`src/include/seci_pkg.sv`:
```
// Package for the serial EEPROM command front end: opcodes, status layout, timing.
// Assumes a single 125 MHz system clock samples every pin of the serial link.
package seci_pkg;

  localparam int unsigned CLK_PERIOD_NS = 8;
  localparam int unsigned PROG_TIME_MS  = 5;
  localparam int unsigned PROG_CYCLES   = (PROG_TIME_MS * 1000000) / CLK_PERIOD_NS;

  // Opcodes with bit 3 masked off
  localparam logic [7:0] OPC_MASK     = 8'hF7;
  localparam logic [7:0] OPC_SET_WRL  = 8'h06;
  localparam logic [7:0] OPC_CLR_WRL  = 8'h04;
  localparam logic [7:0] OPC_STAT_RD  = 8'h05;
  localparam logic [7:0] OPC_STAT_WR  = 8'h01;
  localparam logic [7:0] OPC_ARR_RD   = 8'h03;
  localparam logic [7:0] OPC_ARR_WR   = 8'h02;

  // Status register bit positions
  localparam int unsigned ST_BUSY   = 0;
  localparam int unsigned ST_WRL    = 1;
  localparam int unsigned ST_BLK_LO = 2;
  localparam int unsigned ST_BLK_HI = 3;
  localparam int unsigned ST_ARM    = 7;
  localparam logic [7:0]  ST_ALL_ONES = 8'hFF;

  localparam logic [2:0] BIT_LAST = 3'h7;
  localparam logic [1:0] BLK_NONE = 2'h0;

  typedef enum logic [2:0] {
    SECI_IDLE,
    SECI_OPCODE,
    SECI_STAT_OUT,
    SECI_STAT_IN,
    SECI_STREAM,
    SECI_DEAD
  } seci_state_t;

  // Synchronised pin samples
  typedef struct packed {
    logic sel_n;
    logic sck;
    logic din;
    logic pause_n;
    logic prot_n;
  } seci_pins_t;

  typedef struct packed {
    seci_pins_t  s1;
    seci_pins_t  s2;
    logic        sck_d;
    logic        sel_n_d;
    seci_state_t st;
    logic [2:0]  bitcnt;
    logic [7:0]  shreg;
    logic [7:0]  txreg;
    logic        paused;
    logic        wr_latch;
    logic        arm;
    logic [1:0]  blk_lvl;
    logic        stat_wr_ok;
    logic [7:0]  stat_pend;
    logic        stat_done;
    logic        arr_pend;
    logic        busy;
    logic [31:0] prog_cnt;
    logic        dout;
    logic        dout_en;
    logic [7:0]  opcode;
    logic        arr_start;
  } seci_regs_t;

endpackage

```
`src/logic/seci_core.sv`:
```
// Command front end of a byte-wide serial EEPROM acting as a serial link slave.
// Assumes the link pins are asynchronous to clk; the array itself lies outside.
//
// How it works
// - Serial clock is only sampled as an input; the block never drives it.
// - Bytes shift in and out most significant bit first.
// - First byte after select falls lands in an eight-bit opcode register.
// - Every command starts on a falling edge of chip select.
// - Unknown opcode: ignore input, output off until next select fall.
// - Deselected: input ignored, output held off.
// - Pause lowered while clock low freezes the sequence without losing state.
// - Pause raised while clock low resumes; clock edges while paused ignored.
// - Whenever output is off by pause or deselect, serial input is ignored.
// - Protect pin low with arm bit set blocks status writes.
// - Protect falling during status write aborts it; no effect once programming.
// - Arm bit clear makes the protect pin irrelevant.
// - Decode set and clear write-latch opcodes, bit 3 ignored.
// - Decode status read and status write opcodes, bit 3 ignored.
// - Decode array read and array write opcodes, bit 3 ignored.
// - Write latch clear at reset; programming refused unless latch set.
// - Clear-latch opcode works regardless of the protect pin.
// - Status: arm bit 7, bits 6..4 zero, block bits 3..2, latch 1, busy 0.
// - Status read reports busy and latch; block bits change only by status write.
// - Busy reads 1 while programming; all eight bits read 1 then.
// - Block bits pick none, upper quarter, upper half or whole array.
// - While programming only the status read opcode is accepted.
// - Write latch clears automatically when programming completes.
`timescale 1ns/10ps

module seci_core
  import seci_pkg::*;
#(
  parameter int unsigned PROG_LEN = PROG_CYCLES
) (
  input  wire logic       clk,
  input  wire logic       rst_n,
  input  wire logic       sel_n,
  input  wire logic       sck,
  input  wire logic       din,
  input  wire logic       pause_n,
  input  wire logic       prot_n,
  output logic            dout,
  output logic            dout_en,
  output logic [7:0]      opcode,
  output logic            arr_rd_start,
  output logic            arr_wr_start,
  output logic [1:0]      blk_lvl,
  output logic            busy
);

  seci_regs_t r_r;
  seci_regs_t r_nxt;

  function automatic logic opc_is(input logic [7:0] code, input logic [7:0] pat);
    return (code & OPC_MASK) == pat;
  endfunction

  function automatic logic [7:0] status_of(input seci_regs_t s);
    logic [7:0] v;
    v = '0;
    if (s.busy) begin
      v = ST_ALL_ONES;
    end else begin
      v[ST_ARM]    = s.arm;
      v[ST_BLK_HI] = s.blk_lvl[1];
      v[ST_BLK_LO] = s.blk_lvl[0];
      v[ST_WRL]    = s.wr_latch;
      v[ST_BUSY]   = 1'b0;
    end
    return v;
  endfunction

  logic       sck_rise;
  logic       sck_fall;
  logic       sel_fall;
  logic       sel_rise;
  logic       active;
  logic [7:0] byte_in;
  logic       byte_end;
  logic       hw_prot;

  always_comb begin
    r_nxt          = r_r;
    r_nxt.s1       = '{sel_n, sck, din, pause_n, prot_n};
    r_nxt.s2       = r_r.s1;
    r_nxt.sck_d    = r_r.s2.sck;
    r_nxt.sel_n_d  = r_r.s2.sel_n;
    r_nxt.arr_start = 1'b0;
    sck_rise = r_r.s2.sck & ~r_r.sck_d;
    sck_fall = ~r_r.s2.sck & r_r.sck_d;
    sel_fall = ~r_r.s2.sel_n & r_r.sel_n_d;
    sel_rise = r_r.s2.sel_n & ~r_r.sel_n_d;
    hw_prot  = r_r.arm & ~r_r.s2.prot_n;
    byte_in  = {r_r.shreg[6:0], r_r.s2.din};
    byte_end = r_r.bitcnt == BIT_LAST;

    // Pause only changes state while the clock is low, so a glitching clock
    // during the pause cannot shift a bit.
    if (!r_r.s2.sck) begin
      r_nxt.paused = ~r_r.s2.pause_n;
    end
    active = ~r_r.s2.sel_n & ~r_r.paused & (r_r.st != SECI_DEAD);

    // Protect pin falling mid status write aborts it
    if (hw_prot) begin
      r_nxt.stat_wr_ok = 1'b0;
    end

    if (sel_fall) begin
      r_nxt.st     = SECI_OPCODE;
      r_nxt.bitcnt = '0;
      r_nxt.shreg  = '0;
    end else if (r_r.s2.sel_n) begin
      r_nxt.st     = SECI_IDLE;
      r_nxt.bitcnt = '0;
      if (sel_rise && r_r.st == SECI_STAT_IN && r_r.stat_done
          && r_r.stat_wr_ok && !hw_prot) begin
        r_nxt.arm        = r_r.stat_pend[ST_ARM];
        r_nxt.blk_lvl    = {r_r.stat_pend[ST_BLK_HI], r_r.stat_pend[ST_BLK_LO]};
        r_nxt.busy       = 1'b1;
        r_nxt.prog_cnt   = '0;
      end else if (sel_rise && r_r.arr_pend) begin
        r_nxt.busy     = 1'b1;
        r_nxt.prog_cnt = '0;
      end
      r_nxt.arr_pend  = 1'b0;
      r_nxt.stat_done = 1'b0;
    end else if (active && sck_rise) begin
      r_nxt.shreg  = byte_in;
      r_nxt.bitcnt = r_r.bitcnt + 3'h1;
      if (byte_end && r_r.st == SECI_OPCODE) begin
        r_nxt.opcode = byte_in;
        r_nxt.st     = SECI_DEAD;
        if (opc_is(byte_in, OPC_STAT_RD)) begin
          r_nxt.st    = SECI_STAT_OUT;
          r_nxt.txreg = status_of(r_r);
          // First bit stands before the first fall so a stale bit never shows
          r_nxt.dout  = r_nxt.txreg[BIT_LAST];
        end else if (r_r.busy) begin
          r_nxt.st = SECI_DEAD;
        end else if (opc_is(byte_in, OPC_SET_WRL)) begin
          r_nxt.wr_latch = 1'b1;
          r_nxt.st       = SECI_STREAM;
        end else if (opc_is(byte_in, OPC_CLR_WRL)) begin
          r_nxt.wr_latch = 1'b0;
          r_nxt.st       = SECI_STREAM;
        end else if (opc_is(byte_in, OPC_STAT_WR)) begin
          r_nxt.st         = SECI_STAT_IN;
          r_nxt.stat_wr_ok = r_r.wr_latch & ~hw_prot;
        end else if (opc_is(byte_in, OPC_ARR_RD)) begin
          r_nxt.st        = SECI_STREAM;
          r_nxt.arr_start = 1'b1;
        end else if (opc_is(byte_in, OPC_ARR_WR)) begin
          r_nxt.st        = SECI_STREAM;
          r_nxt.arr_start = 1'b1;
          r_nxt.arr_pend  = r_r.wr_latch;
        end else begin
          r_nxt.st = SECI_DEAD;
        end
      end else if (byte_end && r_r.st == SECI_STAT_IN && !r_r.stat_done) begin
        r_nxt.stat_pend = byte_in;
        r_nxt.stat_done = 1'b1;
      end else if (byte_end && r_r.st == SECI_STAT_OUT) begin
        r_nxt.txreg = status_of(r_r);
      end
    end else if (active && sck_fall && r_r.st == SECI_STAT_OUT) begin
      r_nxt.dout  = r_r.txreg[BIT_LAST - r_r.bitcnt];
    end

    // Output drives only for status read, selected and not paused
    r_nxt.dout_en = active & (r_r.st == SECI_STAT_OUT);
    if (r_r.st == SECI_STAT_OUT && r_nxt.st == SECI_STAT_OUT && r_nxt.bitcnt == '0
        && !sck_fall && r_r.bitcnt != r_nxt.bitcnt) begin
      r_nxt.dout = r_nxt.txreg[BIT_LAST];
    end

    if (r_r.busy) begin
      if (r_r.prog_cnt >= PROG_LEN - 1) begin
        r_nxt.busy     = 1'b0;
        r_nxt.wr_latch = 1'b0;
      end else begin
        r_nxt.prog_cnt = r_r.prog_cnt + 32'h1;
      end
    end

    if (!rst_n) begin
      r_nxt          = '0;
      r_nxt.s1       = '{1'b1, 1'b0, 1'b0, 1'b1, 1'b1};
      r_nxt.s2       = '{1'b1, 1'b0, 1'b0, 1'b1, 1'b1};
      r_nxt.sel_n_d  = 1'b1;
      r_nxt.st       = SECI_IDLE;
      r_nxt.wr_latch = 1'b0;
      r_nxt.blk_lvl  = BLK_NONE;
    end
  end

  always_ff @(posedge clk) begin
    r_r <= r_nxt;
  end

  assign dout         = r_r.dout;
  assign dout_en      = r_r.dout_en;
  assign opcode       = r_r.opcode;
  assign arr_rd_start = r_r.arr_start & opc_is(r_r.opcode, OPC_ARR_RD);
  assign arr_wr_start = r_r.arr_start & opc_is(r_r.opcode, OPC_ARR_WR);
  assign blk_lvl      = r_r.blk_lvl;
  assign busy         = r_r.busy;

endmodule

```
`config.mk`:
```
export PLATFORM = sky130hd
export DESIGN_NAME = seci_core
export DESIGN_NICKNAME = d
export VERILOG_FILES = /design/src/include/seci_pkg.sv /design/src/logic/seci_core.sv
export SDC_FILE = /design/constraint.sdc
export NUM_CORES = 1
export LEC_CHECK = 0
export ABC_AREA = 1
export BUFFER_PORTS_ARGS = -buffer_cell sky130_fd_sc_hd__buf_2
export CORE_MARGIN = 2
export CORE_UTILIZATION = 40
export CTS_CLUSTER_SIZE = 30
export DETAILED_ROUTE_END_ITERATION = 7
export GPL_TIMING_DRIVEN = 1
export MAX_ROUTING_LAYER = met4
export SLEW_MARGIN = 20
export SYNTH_ARGS = -nofsm -noshare
export SYNTH_HDL_FRONTEND = slang
export SYNTH_SLANG_ARGS = --single-unit
```
`constraint.sdc`:
```
create_clock -name clk -period 1.6 [get_ports clk]
set_input_delay 0 -clock clk [delete_from_list [all_inputs] [get_ports clk]]
set_output_delay 0 -clock clk [all_outputs]
set_load 0.01 [all_outputs]
```
==> results.cfg <==
[outcome]
status = finished, violations left
violations = setup timing

[placement]
hpwlAfterDp_um = 6398
place_inst = 739
place_congestion = 0.9102
placement.io_buffers = 21
dp_slack_ns = -0.1046
place_area_sq_um = 4561

[pwr]
ir_worst_vdd_mv = 0.3362
leakage_nw = 2.267
pwr_density_cell_nw_per_um2 = 720.9
p_total_mw = 3.718

[route]
vias_per_cell = 4.790
wl_um = 9552
drtIter0Drc = 180
num_vias = 3674
firstDrtPassIters = 5
remaining_drc_errors = 0
antenna_left = 0
drt-wirelength-per-cell_um = 12.45

[finish]
seq_area_sq_um = 1709
layout_common_cells = nand2_1, nor2_1, dfxtp_1
multi_input_area_sq_um = 2176
diodes = 0
fillCellCount = 965
fin_cells = 767
final_common_cell = nand2_1
stdcell_area_sq_um = 5157
synthToLayoutAreaGrowth_pct = 26.56
post-route-util_pct = 52.52
drive_gt1_share_pct = 27.76
fin_nets = 640

[setup_path]
cpPeakStageDelay_ns = 0.37
critical_path_required_ns = 1.86
crit_top_cell = nand2_1
cp_num_buf_inv = 1
path_cells = ha_4 -> ha_4 -> nand2_4 -> nor2_4 -> nand3_4 -> a21oi_2 -> nand2_1 -> nand2_2 -> nand3_2 -> nand2_1 -> nand2_1 -> nand2_1 -> inv_1
critical_path_arrival_ns = 1.91
crit_type = reg -> reg
cp_max_fo = 4
crit_family = simple AND/OR/NAND/NOR gates
slowest_stage = dfxtp_2
end_kind = flip-flop
start_kind = flip-flop

[timing]
min_period_ns = 1.650
hold_viol = 0
drv_slew = 0
finalSetupViolCount = 17
worst_pin_slew_ns = 0.4188
fin_crit_sh_pct = 103.1
max_slew_margin_pct = 72.05
skew_ns = 0.01000
grt_setup_unrepaired = true
tns_ns = -0.3030
finalWorstSetupSlack_ns = -0.04994
whs_ns = 0.1050
max_freq_mhz = 606.1

[logic_synthesis]
synth_top_family_by_area = simple AND/OR/NAND/NOR gates
synth_seq_cells = 85
avgSynthCellArea_sq_um = 7.124
syn_nets = 582
synthCells = 572
ys.flop_type = dfxtp_1
syn_area_sq_um = 4075
yosysUniqueCellTypes = 36
synth_mux_area_share_pct = 0
synth_compound_area_share_pct = 10.01
synthSimpleGateAreaFrac_pct = 32.61
synth-seq-area-share_pct = 41.76
synth_edf_count = 0
synth_xor_xnor_area_share_pct = 3.009
synth_warnings = 0
synthArstFlopShare_pct = 0
synth_adder_area_share_pct = 0.9211

[global_route]
use_met1_pct = 24.81
top_usage_layer = met2
use_met2_pct = 29.17
grt_use_total_pct = 19.02
grt_max_degree = 48
grt_antenna_before_repair = 0
grt_overflow = 0
grt_first_pass_wirelength_um = 16450
grtUsageMet3_pct = 3.182
grt_pass1_vias = 3564

[clock_tree]
cts_tree = built
clkLatencyLatePin_ns = 0.35
root_buffer = clkbuf_8
h-tree-depth = 3
clockBufferDepth = 2
clock_sinks = 85
clk_pin_slew_ns = 0.08
numCtsBuffers = 9

[floorplan]
start_util_pct = 41.50
die_y_um = 104.9
die_w_um = 104.9
ios = 22
die_area_sq_um = 11010
row_count = 36
core_region_area_sq_um = 9819

[min_path]
hp-class = in -> reg

[run]
drv_cap = 0
## synth_stat cells (2+ instances only)
cell type / count / area (sq um)
o211ai_1: 2 / 15.01
nor3_1: 23 / 115.1
nor2_2: 8 / 50.05
a211oi_1: 10 / 75.07
ha_1: 3 / 37.54
xor2_1: 13 / 113.9
nor2_4: 5 / 56.30
o21ai_1: 12 / 60.06
o21ai_0: 25 / 125.1
buf_6: 4 / 45.04
nor3_2: 3 / 30.03
nand2_1: 116 / 435.4
inv_2: 7 / 26.28
buf_1: 4 / 15.01
nand4_1: 5 / 31.28
inv_1: 67 / 251.5
a21oi_1: 22 / 110.1
nor2_1: 86 / 322.8
nand3_1: 25 / 125.1
or2_2: 7 / 43.79
buf_2: 6 / 30.03
nand3_2: 6 / 60.06
nor4_1: 4 / 25.02
dfxtp_1: 85 / 1702
buf_4: 11 / 82.58
clkbuf_1: 3 / 11.26
## flip-flops by register name, summed over array words and instances, names as in the netlist
| name | count |
|---|---|
| byte_in | 8 |
| r_r | 64 |
| opcode | 8 |
| busy | 1 |
| dout_en | 1 |
| dout | 1 |
| blk_lvl | 2 |
## routing by layer
metal,up-vias,share of wire [%]
met1,1666,50
met3,20,4.0
met5,-,0
li1,1913,-
met4,0,2.5
met2,75,44
## worst paths after layout
path,slack (ns),from,to,depth (start not counted)
worst max-delay path,-0.05,r_r[77]$_SDFF_PN0_,dout$_SDFFE_PN0P_,13
worst min-delay path,0.10,rst_n,r_r[82]$_SDFF_PN1_,3
worst max register to register,-0.05,r_r[77]$_SDFF_PN0_,dout$_SDFFE_PN0P_,13
worst min register to register,0.41,r_r[92]$_SDFF_PN0_,r_r[87]$_SDFF_PN0_,2
## timing repair
action | in CTS | in global routing
buffers inserted | 6 | 2
cloned | 3 | 0
gates resized for setup | 33 | 48
setup endpoints to repair | 27 | 46
hold buffers | 5 | 0
pin swaps | 13 | 16
hold endpoints to repair | 5 | 0
## report_power, final
| part | internal, mW | switching [mW] |
|---|---|---|
| logic | 0.0539 | 0.0789 |
| clock network | 0.715 | 0.730 |
| registers | 2.13 | 0.0104 |
## worst register-to-register path, cell delays in order (launching register included)
cell,delay [ns]
dfxtp_2,0.37
ha_4,0.15
ha_4,0.14
nand2_4,0.05
nor2_4,0.10
nand3_4,0.12
a21oi_2,0.16
nand2_1,0.08
nand2_2,0.10
nand3_2,0.08
nand2_1,0.07
nand2_1,0.05
nand2_1,0.06
inv_1,0.03
## logic make-up (layout without fill, tap and decap cells)
kind of cell / Yosys count / in the layout
AO/OA/AOI/OAI: 74 / 74
XOR/XNOR: 14 / 14
adder cells (fa/ha/maj): 3 / 3
buffers and inverters: 104 / 166
flip-flops: 85 / 85
AND/OR/NAND/NOR: 292 / 292
## area by class of cell
class                      instances  area share (%)
clock inverter                     2          0.6793
tap                              133           3.227
multi-input combinational        383           42.19
clock buffer                      13           2.693
timing repair buffer              75           12.40
inverter                          76           5.677
sequential                        85           33.14
Power figures use the tool's default switching activity.
